**config.mk**
```make
export PLATFORM = sky130hd
export DESIGN_NAME = sleep_resource_keep_control
export DESIGN_NICKNAME = d
export VERILOG_FILES = /design/src/two_wire_reg_port.v /design/src/sleep_resource_keep_control.v
export VERILOG_INCLUDE_DIRS = /design/src /design/src/src
export SDC_FILE = /design/constraint.sdc
export NUM_CORES = 1
export LEC_CHECK = 0
export BUFFER_PORTS_ARGS = -buffer_cell sky130_fd_sc_hd__buf_2
export CORE_MARGIN = 3
export CORE_UTILIZATION = 45
export CTS_CLUSTER_SIZE = 10
export DETAILED_ROUTE_END_ITERATION = 12
export PLACE_DENSITY = 0.71
export RECOVER_POWER = 25
export SKIP_CTS_REPAIR_TIMING = 1
export SLEW_MARGIN = 10
export SYNTH_ARGS = -nofsm -noshare
export SYNTH_HDL_FRONTEND = slang
export SYNTH_SLANG_ARGS = --single-unit
```
**constraint.sdc**
```tcl
create_clock -name sys_clk_i -period 12.3 [get_ports sys_clk_i]
set_clock_uncertainty 0.05 [all_clocks]
set_input_delay 0.615 -clock sys_clk_i [delete_from_list [all_inputs] [get_ports sys_clk_i]]
set_output_delay 0.615 -clock sys_clk_i [all_outputs]
set_load 0.005 [all_outputs]
```
**src/sleep_keep_defines.vh**
```
// Register map, field positions and reset values of the sleep keep block.
// Assumes byte-wide registers reached over the two-wire control port.
`ifndef SLEEP_KEEP_DEFINES_VH
`define SLEEP_KEEP_DEFINES_VH

// ----------------------------------------------------------------------
// Register offsets
// ----------------------------------------------------------------------
`define OFS_KEEP_FULL_LOAD 8'h41
`define OFS_RETENTION 8'h42
`define OFS_DEV_CTRL 8'h50
`define OFS_REG_ENABLE 8'h51
`define OFS_REG_ASSIGN 8'h52
`define OFS_REG_OVR_LO 8'h53
`define OFS_REG_OVR_HI 8'h54
`define OFS_CONV_CFG 8'h55
`define OFS_CONV_OVR 8'h56
`define OFS_STATUS 8'h57

// ----------------------------------------------------------------------
// Retention register fields
// ----------------------------------------------------------------------
`define RET_CONV_LSB 0
`define RET_RESERVED 3
`define RET_HS_CLOCK 4
`define RET_RTC_REG 5
`define RET_SLOW_CLOCK 6
`define RET_THERMAL 7
`define RET_WRITE_MASK 8'hF7

// ----------------------------------------------------------------------
// Other fields
// ----------------------------------------------------------------------
`define CTRL_SLEEP_PERMIT 0
`define CONV_CFG_PWM_LSB 4
`define CONV_CFG_WRITE_MASK 8'h77

// Supply mode override encodings
`define OVR_FOLLOW 2'b00
`define OVR_ON_FULL 2'b01
`define OVR_OFF 2'b10
`define OVR_ON_LOW 2'b11

// ----------------------------------------------------------------------
// Reset values
// ----------------------------------------------------------------------
`define RST_BYTE 8'h00
`define RST_CONV_CFG 8'h77

`endif

```
**src/two_wire_reg_port.v**
```verilog
// Two-wire serial register port: device address, register pointer,
// auto-incrementing byte writes and reads. Assumes a synchronised reset.
module two_wire_reg_port #(
    parameter [6:0] DEV_ADDR = 7'h2D
) (
    input wire clk_i,
    input wire rst_n_i,
    input wire scl_i,
    input wire sda_i,
    output reg sda_oe_o,
    output reg [7:0] ptr_o,
    output reg [7:0] wdata_o,
    output reg wr_o,
    input wire [7:0] rdata_i
);

// ----------------------------------------------------------------------
// Pin synchronisers, change taken when second and third stage agree
// ----------------------------------------------------------------------
reg [2:0] scl_sync;
reg [2:0] sda_sync;
reg scl_f;
reg sda_f;
reg scl_d;
reg sda_d;
always @(posedge clk_i or negedge rst_n_i) begin
    if (!rst_n_i) begin
        scl_sync <= 3'b111;
        sda_sync <= 3'b111;
        scl_f <= 1'b1;
        sda_f <= 1'b1;
        scl_d <= 1'b1;
        sda_d <= 1'b1;
    end else begin
        scl_sync <= {scl_sync[1:0], scl_i};
        sda_sync <= {sda_sync[1:0], sda_i};
        if (scl_sync[1] == scl_sync[2]) begin
            scl_f <= scl_sync[2];
        end
        if (sda_sync[1] == sda_sync[2]) begin
            sda_f <= sda_sync[2];
        end
        scl_d <= scl_f;
        sda_d <= sda_f;
    end
end

wire start_seen = scl_f & scl_d & sda_d & ~sda_f;
wire stop_seen = scl_f & scl_d & ~sda_d & sda_f;
wire scl_rise = scl_f & ~scl_d;
wire scl_fall = ~scl_f & scl_d;

// ----------------------------------------------------------------------
// Byte state machine
// ----------------------------------------------------------------------
localparam [2:0] S_IDLE = 3'd0;
localparam [2:0] S_ADDR = 3'd1;
localparam [2:0] S_ADDR_ACK = 3'd2;
localparam [2:0] S_PTR = 3'd3;
localparam [2:0] S_WDATA = 3'd4;
localparam [2:0] S_WACK = 3'd5;
localparam [2:0] S_RDATA = 3'd6;
localparam [2:0] S_RACK = 3'd7;

reg [2:0] state;
reg [7:0] shift;
reg [7:0] rd_shift;
reg [3:0] bitcnt;
reg rw;
reg was_data;

always @(posedge clk_i or negedge rst_n_i) begin
    if (!rst_n_i) begin
        state <= S_IDLE;
        shift <= 8'h00;
        rd_shift <= 8'h00;
        bitcnt <= 4'h0;
        rw <= 1'b0;
        was_data <= 1'b0;
        sda_oe_o <= 1'b0;
        ptr_o <= 8'h00;
        wdata_o <= 8'h00;
        wr_o <= 1'b0;
    end else begin
        wr_o <= 1'b0;
        if (was_data && state != S_WACK) begin
            ptr_o <= ptr_o + 8'h01;
            was_data <= 1'b0;
        end
        if (start_seen) begin
            state <= S_ADDR;
            bitcnt <= 4'h0;
            sda_oe_o <= 1'b0;
        end else if (stop_seen) begin
            state <= S_IDLE;
            sda_oe_o <= 1'b0;
        end else if (scl_rise) begin
            case (state)
                S_ADDR, S_PTR, S_WDATA: begin
                    shift <= {shift[6:0], sda_f};
                    bitcnt <= bitcnt + 4'h1;
                end
                S_RDATA: begin
                    bitcnt <= bitcnt + 4'h1;
                end
                S_RACK: begin
                    if (sda_f) begin
                        state <= S_IDLE;
                    end
                end
                default: begin
                end
            endcase
        end else if (scl_fall) begin
            case (state)
                S_ADDR: begin
                    if (bitcnt == 4'h8) begin
                        if (shift[7:1] == DEV_ADDR) begin
                            rw <= shift[0];
                            sda_oe_o <= 1'b1;
                            state <= S_ADDR_ACK;
                        end else begin
                            state <= S_IDLE;
                        end
                    end
                end
                S_ADDR_ACK, S_RACK: begin
                    bitcnt <= 4'h0;
                    if (rw) begin
                        rd_shift <= rdata_i;
                        sda_oe_o <= ~rdata_i[7];
                        state <= S_RDATA;
                    end else begin
                        sda_oe_o <= 1'b0;
                        state <= S_PTR;
                    end
                end
                S_PTR: begin
                    if (bitcnt == 4'h8) begin
                        ptr_o <= shift;
                        sda_oe_o <= 1'b1;
                        state <= S_WACK;
                    end
                end
                S_WDATA: begin
                    if (bitcnt == 4'h8) begin
                        wdata_o <= shift;
                        wr_o <= 1'b1;
                        was_data <= 1'b1;
                        sda_oe_o <= 1'b1;
                        state <= S_WACK;
                    end
                end
                S_WACK: begin
                    sda_oe_o <= 1'b0;
                    bitcnt <= 4'h0;
                    state <= S_WDATA;
                end
                S_RDATA: begin
                    if (bitcnt == 4'h8) begin
                        sda_oe_o <= 1'b0;
                        ptr_o <= ptr_o + 8'h01;
                        state <= S_RACK;
                    end else begin
                        rd_shift <= {rd_shift[6:0], 1'b0};
                        sda_oe_o <= ~rd_shift[6];
                    end
                end
                default: begin
                    sda_oe_o <= 1'b0;
                end
            endcase
        end
    end
end

endmodule // two_wire_reg_port

```
**src/sleep_resource_keep_control.v**
```verilog
// Sleep-state resource retention control: regulators, converters, slow
// clock output, fast internal clock and thermal monitor.
// Assumes device state inputs come from logic on sys_clk_i; pins are async.
`include "sleep_keep_defines.vh"

module sleep_resource_keep_control #(
    parameter [6:0] DEV_ADDR = 7'h2D,
    parameter NUM_REG = 8,
    parameter NUM_CONV = 3
) (
    input wire sys_clk_i,
    input wire nrst_i,
    input wire scl_i,
    input wire sda_i,
    output reg sda_o,
    output wire sda_oe_o,
    input wire scaling_bus_enable_line_i,
    input wire slow_clock_i,
    input wire sleep_state_i,
    input wire off_state_i,
    output reg [NUM_REG-1:0] reg_on_o,
    output reg [NUM_REG-1:0] reg_full_load_o,
    output reg [NUM_CONV-1:0] conv_on_o,
    output reg [NUM_CONV-1:0] conv_pwm_o,
    output reg rtc_reg_full_load_o,
    output reg hs_clock_run_o,
    output reg thermal_monitor_on_o,
    output reg slow_clock_output_pin_o,
    output reg sleep_permit_bit_o
);

// ----------------------------------------------------------------------
// Reset release and pin synchronisers
// ----------------------------------------------------------------------
reg [1:0] rst_sync;
wire rst_n = rst_sync[1];
always @(posedge sys_clk_i or negedge nrst_i) begin
    if (!nrst_i) begin
        rst_sync <= 2'b00;
    end else begin
        rst_sync <= {rst_sync[0], 1'b1};
    end
end

reg [2:0] line_sync;
reg [2:0] slow_sync;
reg line_f;
reg slow_f;
always @(posedge sys_clk_i or negedge rst_n) begin
    if (!rst_n) begin
        line_sync <= 3'b000;
        slow_sync <= 3'b000;
        line_f <= 1'b0;
        slow_f <= 1'b0;
    end else begin
        line_sync <= {line_sync[1:0], scaling_bus_enable_line_i};
        slow_sync <= {slow_sync[1:0], slow_clock_i};
        if (line_sync[1] == line_sync[2]) begin
            line_f <= line_sync[2];
        end
        if (slow_sync[1] == slow_sync[2]) begin
            slow_f <= slow_sync[2];
        end
    end
end

// ----------------------------------------------------------------------
// Register port
// ----------------------------------------------------------------------
wire [7:0] ptr;
wire [7:0] wdata;
wire wr;
reg [7:0] rdata;

two_wire_reg_port #(
    .DEV_ADDR(DEV_ADDR)
) u_port (
    .clk_i(sys_clk_i),
    .rst_n_i(rst_n),
    .scl_i(scl_i),
    .sda_i(sda_i),
    .sda_oe_o(sda_oe_o),
    .ptr_o(ptr),
    .wdata_o(wdata),
    .wr_o(wr),
    .rdata_i(rdata)
);

// ----------------------------------------------------------------------
// Registers
// ----------------------------------------------------------------------
reg [7:0] keep_full_load;
reg [7:0] retention;
reg [7:0] reg_enable;
reg [7:0] reg_assign;
reg [7:0] reg_ovr_lo;
reg [7:0] reg_ovr_hi;
reg [7:0] conv_cfg;
reg [7:0] conv_ovr;

always @(posedge sys_clk_i or negedge rst_n) begin
    if (!rst_n) begin
        keep_full_load <= `RST_BYTE;
        retention <= `RST_BYTE;
        reg_enable <= `RST_BYTE;
        reg_assign <= `RST_BYTE;
        reg_ovr_lo <= `RST_BYTE;
        reg_ovr_hi <= `RST_BYTE;
        conv_cfg <= `RST_CONV_CFG;
        conv_ovr <= `RST_BYTE;
        sleep_permit_bit_o <= 1'b0;
        sda_o <= 1'b0;
    end else begin
        sda_o <= 1'b0;
        if (off_state_i) begin
            sleep_permit_bit_o <= 1'b0;
        end else if (wr && ptr == `OFS_DEV_CTRL) begin
            sleep_permit_bit_o <= wdata[`CTRL_SLEEP_PERMIT];
        end
        if (wr) begin
            case (ptr)
                `OFS_KEEP_FULL_LOAD: keep_full_load <= wdata;
                `OFS_RETENTION: retention <= wdata & `RET_WRITE_MASK;
                `OFS_REG_ENABLE: reg_enable <= wdata;
                `OFS_REG_ASSIGN: reg_assign <= wdata;
                `OFS_REG_OVR_LO: reg_ovr_lo <= wdata;
                `OFS_REG_OVR_HI: reg_ovr_hi <= wdata;
                `OFS_CONV_CFG: conv_cfg <= wdata & `CONV_CFG_WRITE_MASK;
                `OFS_CONV_OVR: conv_ovr <= wdata;
                default: begin
                end
            endcase
        end
    end
end

always @* begin
    case (ptr)
        `OFS_KEEP_FULL_LOAD: rdata = keep_full_load;
        `OFS_RETENTION: rdata = retention;
        `OFS_DEV_CTRL: rdata = {7'h00, sleep_permit_bit_o};
        `OFS_REG_ENABLE: rdata = reg_enable;
        `OFS_REG_ASSIGN: rdata = reg_assign;
        `OFS_REG_OVR_LO: rdata = reg_ovr_lo;
        `OFS_REG_OVR_HI: rdata = reg_ovr_hi;
        `OFS_CONV_CFG: rdata = conv_cfg;
        `OFS_CONV_OVR: rdata = conv_ovr;
        `OFS_STATUS: rdata = {4'h0, thermal_monitor_on_o, hs_clock_run_o, line_f,
            sleep_state_i};
        default: rdata = 8'h00;
    endcase
end

// ----------------------------------------------------------------------
// Supply state resolution: returns {on, full}
// ----------------------------------------------------------------------
function [1:0] resolve;
    input [1:0] ovr;
    input on;
    input full;
    begin
        case (ovr)
            `OVR_ON_FULL: resolve = 2'b11;
            `OVR_OFF: resolve = 2'b00;
            `OVR_ON_LOW: resolve = 2'b10;
            default: resolve = {on, on & full};
        endcase
    end
endfunction

wire [15:0] reg_ovr = {reg_ovr_hi, reg_ovr_lo};
reg [NUM_REG-1:0] next_reg_on;
reg [NUM_REG-1:0] next_reg_full;
reg [NUM_CONV-1:0] next_conv_on;
reg [NUM_CONV-1:0] next_conv_pwm;
reg [1:0] st;
integer i;

always @* begin
    next_reg_on = {NUM_REG{1'b0}};
    next_reg_full = {NUM_REG{1'b0}};
    next_conv_on = {NUM_CONV{1'b0}};
    next_conv_pwm = {NUM_CONV{1'b0}};
    st = 2'b00;
    for (i = 0; i < NUM_REG; i = i + 1) begin
        if (reg_assign[i] && line_f) begin
            st = 2'b11;
        end else if (reg_assign[i]) begin
            st = resolve(reg_ovr[2*i +: 2], keep_full_load[i], 1'b1);
        end else if (sleep_state_i) begin
            st = resolve(reg_ovr[2*i +: 2], reg_enable[i], keep_full_load[i]);
        end else begin
            st = {reg_enable[i], reg_enable[i]};
        end
        next_reg_on[i] = st[1];
        next_reg_full[i] = st[0];
    end
    for (i = 0; i < NUM_CONV; i = i + 1) begin
        if (sleep_state_i) begin
            st = resolve(conv_ovr[2*i +: 2], conv_cfg[i],
                retention[`RET_CONV_LSB + i] & conv_cfg[`CONV_CFG_PWM_LSB + i]);
        end else begin
            st = {conv_cfg[i], conv_cfg[i] & conv_cfg[`CONV_CFG_PWM_LSB + i]};
        end
        next_conv_on[i] = st[1];
        next_conv_pwm[i] = st[0];
    end
end

// ----------------------------------------------------------------------
// Registered outputs
// ----------------------------------------------------------------------
always @(posedge sys_clk_i or negedge rst_n) begin
    if (!rst_n) begin
        reg_on_o <= {NUM_REG{1'b0}};
        reg_full_load_o <= {NUM_REG{1'b0}};
        conv_on_o <= {NUM_CONV{1'b0}};
        conv_pwm_o <= {NUM_CONV{1'b0}};
        rtc_reg_full_load_o <= 1'b1;
        hs_clock_run_o <= 1'b1;
        thermal_monitor_on_o <= 1'b1;
        slow_clock_output_pin_o <= 1'b0;
    end else begin
        reg_on_o <= next_reg_on;
        reg_full_load_o <= next_reg_full;
        conv_on_o <= next_conv_on;
        conv_pwm_o <= next_conv_pwm;
        rtc_reg_full_load_o <= ~sleep_state_i | retention[`RET_RTC_REG];
        hs_clock_run_o <= ~sleep_state_i | retention[`RET_HS_CLOCK];
        thermal_monitor_on_o <= ~sleep_state_i | retention[`RET_THERMAL];
        slow_clock_output_pin_o <= slow_f &
            (~sleep_state_i | retention[`RET_SLOW_CLOCK]);
    end
end

endmodule // sleep_resource_keep_control

```
After elaboration in Yosys (flattened, before gate mapping) --
Index checks and enable logic that the tools add are counted. W data, S select, Z words.
Storage, ports and cells: register bits after elaboration 150, input port bits 8, output and inout bits 29, logic and storage cells 287
Cells by class: add/sub/neg operators 2, eq/ne operators 70, muxes and demuxes 101, bitwise logic cells 39, reduce and logical (&&, ||, !) cells 37
Operator list (number):
- $pmux W2 S3 | 19
- $eq A8 B7 Y1 const B | 10
- $pmux W8 S10 | 1
- $mux W2 | 28
- $mux W8 | 7
- $eq A2 B2 Y1 const B | 22
- $mux W3 | 10
- $and A1 B1 Y1 | 25
- $mux W1 | 24
- $mux W4 | 6
- $eq A2 B1 Y1 const B | 11
- $reduce_and A7 Y1 | 3
- $ne A4 B1 Y1 const B | 4
- $pmux W8 S2 | 1
- $reduce_and A2 Y1 | 8
- $ne A5 B1 Y1 const B | 3
- $pmux W3 S5 | 1
- $mux W7 | 2
- $pmux W7 S2 | 1
- $eq A3 B3 Y1 const B | 4
- $logic_and A1 B1 Y1 | 10
- $not A1 Y1 | 10
- $reduce_bool A3 Y1 | 3
- $add A8 B1 Y8 const B | 1
- 23 further kinds | 35

Depth between registers and ports, before layout --
Gate-level depths: netlist (run 1).
word-level depth 9, gate-level depth with buffers 9, mapped depth without buffers 7

Modules after synthesis --
Synthesis (run 1) repeated with hierarchy kept, for this count alone.
Second synthesis, totals: cells, all modules 661, area total of the unflattened synthesis 7526.0 um2
Modules (own cells, without submodules):
- sleep_resource_keep_control | times used 1, cells an instance 401, area an instance 4755.8 um2, sequential area each 2463.6 um2
- two_wire_reg_port | times used 1, cells an instance 260, area an instance 2770.2 um2, sequential area each 1313.8 um2

Worst setup path after synthesis (run 1) --
OpenSTA, ideal clock, no wires.
path kind register to register, from reg u_port.scl_d, to reg u_port.wdata_o[0], library setup time 0.125 ns, arrival time 1.910 ns, data required time 12.125 ns, setup slack 10.216 ns, cell stages (with the launch flop) 8, path buffers 0, period minus slack after synthesis 2.084 ns, cell sequence dfstp_2 inv_1 ha_1 nand2b_1 a21oi_4 nand2_2 nor3_4 mux2_2
On the way: word-level cells in the longest chain between the ends 5, elaborated cells on any way between the ends 12, classes of those cells bitwise (11); reduce/logical (1)
RTL lines:
- start: declaration | line two_wire_reg_port.v:24 | reg scl_d;
- start signal: assignment | line two_wire_reg_port.v:43 | scl_d <= scl_f;
- $and A1 B1 Y1 | line two_wire_reg_port.v:48, two_wire_reg_port.v:49
- $and A1 B1 Y1 (on tied branches) (2 in series) | line two_wire_reg_port.v:48, two_wire_reg_port.v:49
- $not A1 Y1 (no source line)
- $reduce_and A6 Y1 (no source line) (*)
- end signal: assignment | line two_wire_reg_port.v:147 | wdata_o <= shift;
- end: declaration | line two_wire_reg_port.v:12 | output reg [7:0] wdata_o,
Mark *: on every way between the ends. The rest lies on a longest branch, timed or not. A chain may end at the register's enable or synchronous reset.

==> results of run 1 <==
## final cells by class
| type | instances | area, um^2 | share of cell area (%) |
|---|---|---|---|
| repair buffers | 37 | 190 | 2.24 |
| inverters | 21 | 78.8 | 0.927 |
| multi-input cells | 475 | 3580 | 42.0 |
| clock inverters | 12 | 168 | 1.97 |
| flip-flops and latches | 150 | 3780 | 44.4 |
| well taps | 216 | 270 | 3.18 |
| clock buffers | 20 | 447 | 5.25 |
## power by group
group	switching (mW)	internal [mW]	total, mW
sequential	0.0191	0.507	0.526
combinational	0.0286	0.0184	0.0470
clock	0.217	0.329	0.545
total	0.264	0.854	1.12
## metal layers
metal | GRT usage (%) | routed length, um | vias to the layer above
li1 | - | - | 2548
met5 | 0 | 0 | -
met1 | 28.7 | 8240 | 2897
met4 | 7.50 | 534 | 0
met2 | 32.3 | 8720 | 275
met3 | 5.22 | 1340 | 45
## kinds of logic (layout without fill, tap and decap cells)
logic type                 after synthesis  after routing  share of synthesized area [%]
buffers and inverters                   55             90                           3.32
xor gates and xnor gates                10             10                           1.25
and+or+nand+nor                        200            200                           15.2
adders and majority gates               14             14                           2.17
DFF                                    150            150                           49.7
muxes                                   86             86                           12.6
AOI/OAI and AO/OA                      163            163                           15.7
other                                    2              2                         0.0987
## synth_stat cells (all sizes together), types with 4 or more instances
cell type  instances
nor2b             17
a21o               5
a221oi             9
a211oi             5
o21bai             4
ha                10
clkbuf            11
mux2              77
o21ai             30
o211ai             7
buf               23
a22o               6
nor4b              6
xor2               5
and2               6
dfstp             19
nor3              12
dfrtp            131
nand2b             9
inv               21
a21boi             5
mux2i              9
and3               4
o32a               5
nand2             52
or3                5
xnor2              5
nand3             24
a22oi             18
a21oi             22
nand3b             5
o22ai             10
maj3               4
a31oi             10
nor2              43
a222oi             7
## state kept, by name (all words and copies together) (netlist names), 4 cells and up
name	flops
retention	7
conv_ovr	8
conv_cfg	6
reg_ovr_hi	8
reg_on_o	8
u_port.bitcnt	4
reg_full_load_o	8
reg_assign	8
u_port.wdata_o	8
reg_ovr_lo	8
u_port.shift	8
u_port.ptr_o	8
keep_full_load	8
reg_enable	8
u_port.rd_shift	7
## how the worst max path moves through the flow
stage / end / slack (ps) / depth (start not counted)
floorplan: conv_on_o[0] / 7790 / 0
global placement: reg_ovr_hi[6] / 9700 / 4
detailed placement: u_port.rd_shift[5] / 9660 / 7
CTS: u_port.rd_shift[5] / 9650 / 7
global route: reg_ovr_hi[1] / 8380 / 1
finish: reg_enable[4] / 9000 / 1
## metrics by stage
step                      setup WS, ps  hold WS [ps]  instance area (um^2)  instances
after floorplan                   7790           269                  7610        680
after global placement            9700           284                  7890        898
final                             9000           235                  8510        931
after global routing              8380           219                  8510        931
after CTS                         9650         -97.9                  8500        930
after detailed placement          9660           286                  7890        898
==> impl_metrics.toml, run 1 <==
[timing]
relSlewSlack_pct = -79.1
rsz0062_at_grt = "false"
period_share_pct = 26.8
fin_crit_ps = 3300
hold_violations = 0
maxSlewViolCount = 115
tns_ps = 0
max_freq_mhz = 303
tightest_slew_ps = 2690
setup_viol = 0

[yosys]
synth_nets = 698
ys_ff_latch = 150
syn_inst = 680
synthArstFlopShare_pct = 100
synth_area_leaders = "dfrtp_1 (43%), mux2_2 (10%), dfstp_2 (6.6%)"
yosys.area.top_type = "dfrtp_1"
synth_area_um2 = 7610
synth_area_per_cell_um2 = 11.2
synth-edff-count = 0
ys_seq_area_share_pct = 49.7
synth_top_area_share_pct = 43.1
synthFlopType = "dfrtp_1"
synth_warnings = 0
synth_cell_types = 78

[setup_path]
path_max_fanout = 81
path_delay_family = "flip-flops"
end_kind = "async pin"
rr_endpoint = "reg_enable[4]"
reg2reg_from = "rst_sync[1]"
crit_required_ps = 12660
reg2regPathDepth = 1
cpMaxStageDelayCell = "dfrtp_1"
cpPeakStageDelay_ps = 2160
startpoint = "rst_sync[1]"
path_cells = "buf_4"
start_kind = "flip-flop"
crit_type = "flip-flop to async pin"
crit_buf_inv = 1
rrSetupSlack_ps = 9000
arrival_ps = 3660

[placement]
portBuffers = 35
gp_congestion = 0.911
hpwlAfterDp_um = 12700

[die]
die_x_um = 136
placementRows = 46
core_um2 = 16200
io_pins = 37
initial_core_util_pct = 46.9
dieArea_um2 = 18500
fp.dieH_um = 136

[power]
powerDensity_nw_per_um2 = 131
peakVddDrop_mv = 0.0978
fin_total_pwr_mw = 1.12
power.leakage_nw = 3.75

[min_path]
min_to = "u_port.scl_sync[0]"
hp-class = "primary input to flip-flop"
hold_start = "scl_i"
hold_depth = 1

[clock_network]
cts_made_buffers = 17
clk-insertion-delay-late_ps = 430
path_clk_slew_ps = 60
cts.htree.levels = 4
cts_tree = "built"
clockBufferDepth = 2
clockRootBuffer = "clkbuf_16"
cts_sinks = 150

[route]
via_per_inst = 6.19
dr.pass1.iters = 5
postRouteAntennaNets = 0
drc = 0
routed_wl_um = 18800
drtIter0Drc = 578
wire_per_inst_um = 20.2
vias = 5765

[grt]
overflow = 0
antenna_found_initial = 0
grt_max_degree = 82
track_usage_pct = 20.9
grt_first_pass_wirelength_um = 30000
grt_pass1_vias = 5573

[layout]
most-common-layout-cells = "dfrtp_1 (131), mux2_2 (70), nand2_1 (50), nor2_1 (37), buf_2 (33)"
finish.utilization_pct = 52.4
diodes = 0
fillers = 1435
final_common_cell = "dfrtp_1"
final_layout_size_suffix_gt1_share_pct = 24.5
fin_nets = 720
area_growth_pct = 11.8

[status]
status = "complete, but fails checks"
violations = "max-capacitance violations, max-slew violations"

[job]
maxCapViolations = 2
(Power assumes the default switching activity.)
==> inputs of run 2 (changes only) <==
- ABC_AREA: not set -> 1
- PLACE_DENSITY: 0.71 -> 0.73
- clock period: 12.3 -> 2.89 ns (I/O delays scaled with it)
==> run 2 against run 1 <==
Against the previous run:
- the run now ends clean
- register-to-register slack worse by 8200 ps
- die area is 0.97% higher
- global-route usage is 1.3 points higher
- synthesized area is 1.0% higher
- clock power grew to 4.0 times the previous value
- core utilization is 0.59 points lower
- critical path type is now flip-flop to flip-flop
- critical endpoint is now conv_cfg[5]
- highest routed layer unchanged
==> impl_metrics.toml, run 2 <==
[grt]
antenna_found_initial = 0
grt_pass1_vias = 6263
overflow = 0
grt_first_pass_wirelength_um = 32300
track_usage_pct = 22.2
grt_max_degree = 64

[route]
via_per_inst = 5.43
vias = 6635
postRouteAntennaNets = 0
drtIter0Drc = 693
dr.pass1.iters = 5
drc = 0
routed_wl_um = 19400
wire_per_inst_um = 15.9

[power]
power.leakage_nw = 4.01
powerDensity_nw_per_um2 = 543
fin_total_pwr_mw = 4.69
peakVddDrop_mv = 0.461

[yosys]
ys_ff_latch = 150
synth_area_leaders = "dfrtp_1 (43%), nand2_1 (12%), o21ai_0 (6.9%)"
synth_top_area_share_pct = 42.7
yosys.area.top_type = "dfrtp_1"
synthArstFlopShare_pct = 100
synthFlopType = "dfrtp_1"
synth_warnings = 0
ys_seq_area_share_pct = 49.2
synth_area_um2 = 7680
syn_inst = 948
synth_nets = 966
netlist_top_cells_count = "nand2_1 (247), dfrtp_1 (131), o21ai_0 (106), inv_1 (105), nor2_1 (73)"
synth.most_common_cell = "nand2_1"
synth_cell_types = 43
synth-edff-count = 0
synth_area_per_cell_um2 = 8.11

[timing]
setup_viol = 0
tightest_slew_ps = 1490
max_freq_mhz = 478
period_share_pct = 72.4
worst_slack_ps = 798
fin_crit_ps = 2090
rsz0062_at_grt = "false"
maxSlewViolCount = 0
relSlewSlack_pct = 0.365
tns_ps = 0
hold_violations = 0

[layout]
fin_nets = 1008
final_common_cell = "nand2_1"
area_growth_pct = 12.2
fillers = 1575
final_layout_size_suffix_gt1_share_pct = 14.6
diodes = 0
most-common-layout-cells = "nand2_1 (247), dfrtp_1 (130), o21ai_0 (106), inv_1 (105), nor2_1 (73)"
finish.utilization_pct = 51.8

[min_path]
hold_depth = 3
hp-class = "primary input to flip-flop"
min_to = "conv_pwm_o[0]"
hold_start = "sleep_state_i"

[setup_path]
rrSetupSlack_ps = 800
path_max_fanout = 25
rr_endpoint = "conv_cfg[5]"
reg2regPathDepth = 7
crit_type = "flip-flop to flip-flop"
end_kind = "flip-flop"
crit_required_ps = 3190
arrival_ps = 2400
start_kind = "flip-flop"
reg2reg_from = "u_port.ptr_o[5]"

[clock_network]
cts.htree.levels = 4
clk-insertion-delay-late_ps = 430
clockRootBuffer = "clkbuf_16"
path_clk_slew_ps = 60
clockBufferDepth = 2
cts_sinks = 150
cts_tree = "built"
cts_made_buffers = 17

[die]
placementRows = 47
dieArea_um2 = 18700
die_x_um = 137
core_um2 = 16600
io_pins = 37
fp.dieH_um = 137
initial_core_util_pct = 46.2

[placement]
dp_slack_ps = 844
hpwlAfterDp_um = 14000
portBuffers = 35
gp_congestion = 0.981

[status]
status = "finished, final reports clean"

[job]
maxCapViolations = 0
==> run 2: power by group <==
part	total, mW	switching [mW]	internal (mW)
sequential	2.21	0.0557	2.16
combinational	0.283	0.192	0.0913
clock	2.19	0.884	1.30
total	4.69	1.13	3.55
==> run 2: kinds of logic (layout without fill, tap and decap cells) <==
| group | Yosys count | after routing | synth area share (%) |
|---|---|---|---|
| simple gates | 446 | 446 | 25.8 |
| flops | 150 | 150 | 49.2 |
| other cells | 2 | 2 | 0.0977 |
| buf+inv | 140 | 195 | 8.13 |
| fa+ha+maj | 14 | 14 | 2.15 |
| compound gates | 189 | 189 | 13.8 |
| xor+xnor | 7 | 7 | 0.798 |
==> run 2: cell type report <==
class	count	area [um^2]	area share, %
tap	220	275	3.19
clock buffer	23	458	5.31
clock inverter	9	116	1.35
timing repair buffer	46	269	3.12
inverter	117	443	5.14
multi-input combinational	658	3280	38.1
sequential	150	3780	43.8
==> run 2: worst max-delay path by stage <==
stage	slack [ps]	end	depth (start not counted)	from
2_1_floorplan	370	conv_on_o[0]	0	rst_sync[1]
3_3_place_gp	930	conv_cfg[5]	7	u_port.ptr_o[5]
3_5_place_dp	840	conv_cfg[5]	7	u_port.ptr_o[5]
4_1_cts	820	conv_cfg[5]	7	u_port.ptr_o[5]
5_1_grt	520	conv_cfg[0]	7	u_port.ptr_o[5]
6_report	800	conv_cfg[5]	7	u_port.ptr_o[5]
==> run 2: worst max-delay path, stage by stage, from the launching register on <==
cell and delay, ps:
dfrtp_1 460, inv_2 120, nand2_2 60, nor2_4 410, nand2_1 160, nor2_1 500
nand2_1 100, o21a_1 130
==> run 2: stage by stage <==
| step | hold slack (ps) | instances | cell area, um^2 |
|---|---|---|---|
| after detailed placement | -119 | 1184 | 8000 |
| final | 125 | 1223 | 8620 |
| after global routing | 156 | 1223 | 8620 |
| after CTS | -578 | 1216 | 8570 |
| after global placement | -121 | 1184 | 8000 |
| after floorplan | -201 | 948 | 7680 |
==> run 2: layer usage <==
| metal | up-vias | global-route usage, % | wire (um) |
|---|---|---|---|
| met5 | - | 0 | 0 |
| met4 | 0 | 8.01 | 443 |
| met3 | 37 | 5.51 | 1480 |
| met2 | 304 | 33.3 | 8650 |
| met1 | 3142 | 31.5 | 8820 |
| li1 | 3152 | - | - |
==> inputs of run 3 (changes only) <==
- ABC_AREA: 1 -> 0
- clock period: 2.89 -> 1.87 ns (I/O delays scaled with it)
==> run 3 against run 2 <==
Against the previous run:
- the run now ends with negative setup slack left
- sequential cell count stayed put
- via count shrank 7.6%
- hold slack worse by 87 ps
- critical path type unchanged
- largest power group is now clock
- highest routed layer unchanged
==> impl_metrics.toml, run 3 (same netlist as run 1, synthesis figures left out) <==
[status]
status = "complete, but fails checks"
violations = "negative setup slack"

[power]
p_comb_share_pct = 7.6
powerDensity_nw_per_um2 = 765
fin_total_pwr_mw = 7.53
power.leakage_nw = 4.43
netSwitchingFraction_pct = 23.6
power_frac_seq_pct = 45.4
internal_power_mw = 5.75
pwr-share-clk_pct = 47.0
peakVddDrop_mv = 0.693
power_switching_mw = 1.78

[layout]
most-common-layout-cells = "dfrtp_1 (127), buf_4 (88), mux2_2 (68), nand2_1 (49)"
fillers = 1308
fin_nets = 830
final_common_cell = "dfrtp_1"
multi_input_comb_area_um2 = 3920
design_area_um2 = 9840
diodes = 0
regArea_um2 = 3780
area_growth_pct = 29.4
final_layout_size_suffix_gt1_share_pct = 41.2

[clock_network]
cts_tree = "built"
clk-insertion-delay-late_ps = 440
cts_sinks = 150
path_clk_slew_ps = 60
clockRootBuffer = "clkbuf_16"
cts_made_buffers = 17
cts.htree.levels = 4
clockBufferDepth = 2

[route]
postRouteAntennaNets = 0
vias = 6133
wire_per_inst_um = 19.9
routed_wl_um = 20800
via_per_inst = 5.89
dr.pass1.iters = 5
drtIter0Drc = 553
drc = 0

[timing]
maxSlewViolCount = 0
setup_viol = 30
period_share_pct = 109
fin_crit_ps = 2040
relSlewSlack_pct = 40.9
hold_violations = 0
worst_slack_ps = -170
tightest_slew_ps = 887
max_freq_mhz = 490
rsz0062_at_grt = "true"

[setup_path]
cpMaxStageDelayCell = "dfrtp_1"
start_kind = "flip-flop"
path_max_fanout = 6
path_cells = "inv_1 > ha_2 > buf_4 > a22o_1 > a221oi_2 > o22ai_1 > a221oi_2 > o21ai_1"
end_kind = "flip-flop"
cpPeakStageDelay_ps = 400
path_common_cell = "a221oi_2"
arrival_ps = 2290
crit_buf_inv = 2
rrSetupSlack_ps = -170
crit_type = "flip-flop to flip-flop"
path_delay_family = "compound AO/OA/AOI/OAI gates"
crit_required_ps = 2120

[die]
core_um2 = 16200
io_pins = 37
initial_core_util_pct = 46.9
placementRows = 46
dieArea_um2 = 18500
fp.dieH_um = 136
die_x_um = 136

[job]
maxCapViolations = 0

[grt]
overflow = 0
antenna_found_initial = 0
grt_max_degree = 79
grt_first_pass_wirelength_um = 32600
grt_pass1_vias = 6049
track_usage_pct = 22.7

[placement]
placed_area_um2 = 8720
portBuffers = 35
gp_congestion = 0.946
hpwlAfterDp_um = 14500

[min_path]
hp-class = "flip-flop to async pin"
run 3: changes by cell type in the layout (fill, tap and decap cells not counted), moves of 17 or more:
cell	previous run	this run
buf_4	2	88
o21ai_0	106	20
nor2_1	73	35
mux2_2	0	68
nand2_1	247	49
nor2b_1	0	17
nand3_1	72	18
a21oi_1	34	17
inv_1	105	18
run 3: power by group through the flow:
stage                     Combinational [mW]  Sequential [mW]  Clock, mW
final                                  0.570             3.42       3.54
after global routing                   0.623             3.43       3.72
after CTS                              0.476             3.42       3.58
after detailed placement               0.474             3.49          0
after global placement                 0.462             3.48          0
after floorplan                        0.239             3.49          0
run 3: worst paths after layout:
kind / from / endpoint / cells past startpoint
setup / recovery: u_port.ptr_o[1] / u_port.rd_shift[0] / 8
hold / removal: rst_sync[1] / conv_on_o[2] / 0
setup reg to reg: u_port.ptr_o[1] / u_port.rd_shift[0] / 8
hold reg to reg: rst_sync[1] / conv_on_o[2] / 0
max in group asynchronous: rst_sync[1] / reg_ovr_hi[1] / 1
min in group sys_clk_i: sleep_state_i / hs_clock_run_o / 2
run 3: area by class of cell:
type / count / share of cell area [%]
multi-input combinational: 475 / 39.8
sequential: 150 / 38.4
timing repair buffer: 147 / 12.0
clock buffer: 22 / 4.92
tap: 216 / 2.75
clock inverter: 10 / 1.32
inverter: 21 / 0.801
run 3: per-stage QoR:
| stage | cells | worst slack (ps) | utilization [%] | hold WS [ps] | TNS (ps) |
|---|---|---|---|---|---|
| 5_1_grt | 1041 | -204 | 60.6 | 57.8 | -4780 |
| 4_1_cts | 1020 | -303 | 57.5 | -625 | -3950 |
| 3_3_place_gp | 988 | -224 | 53.7 | -171 | -1770 |
| 3_5_place_dp | 988 | -284 | 53.7 | -171 | -3240 |
| 6_report | 1041 | -170 | 60.6 | 37.6 | -1730 |
| 2_1_floorplan | 680 | -173 | - | -252 | -1550 |
run 3: worst reg2reg max path: stages, from the launching register on:
cell and delay [ps]:
dfrtp_1 400, inv_1 100, ha_2 230, buf_4 190, a22o_1 230, a221oi_2 200, o22ai_1 160, a221oi_2 260
o21ai_1 100
run 3: per-layer routing:
layer | vias to the layer above | global-route usage, % | wire length (um)
met5 | - | 0 | 0
met4 | 0 | 8.90 | 487
met3 | 45 | 5.11 | 1310
met2 | 222 | 34.8 | 9920
met1 | 3097 | 31.5 | 9040
li1 | 2769 | - | -
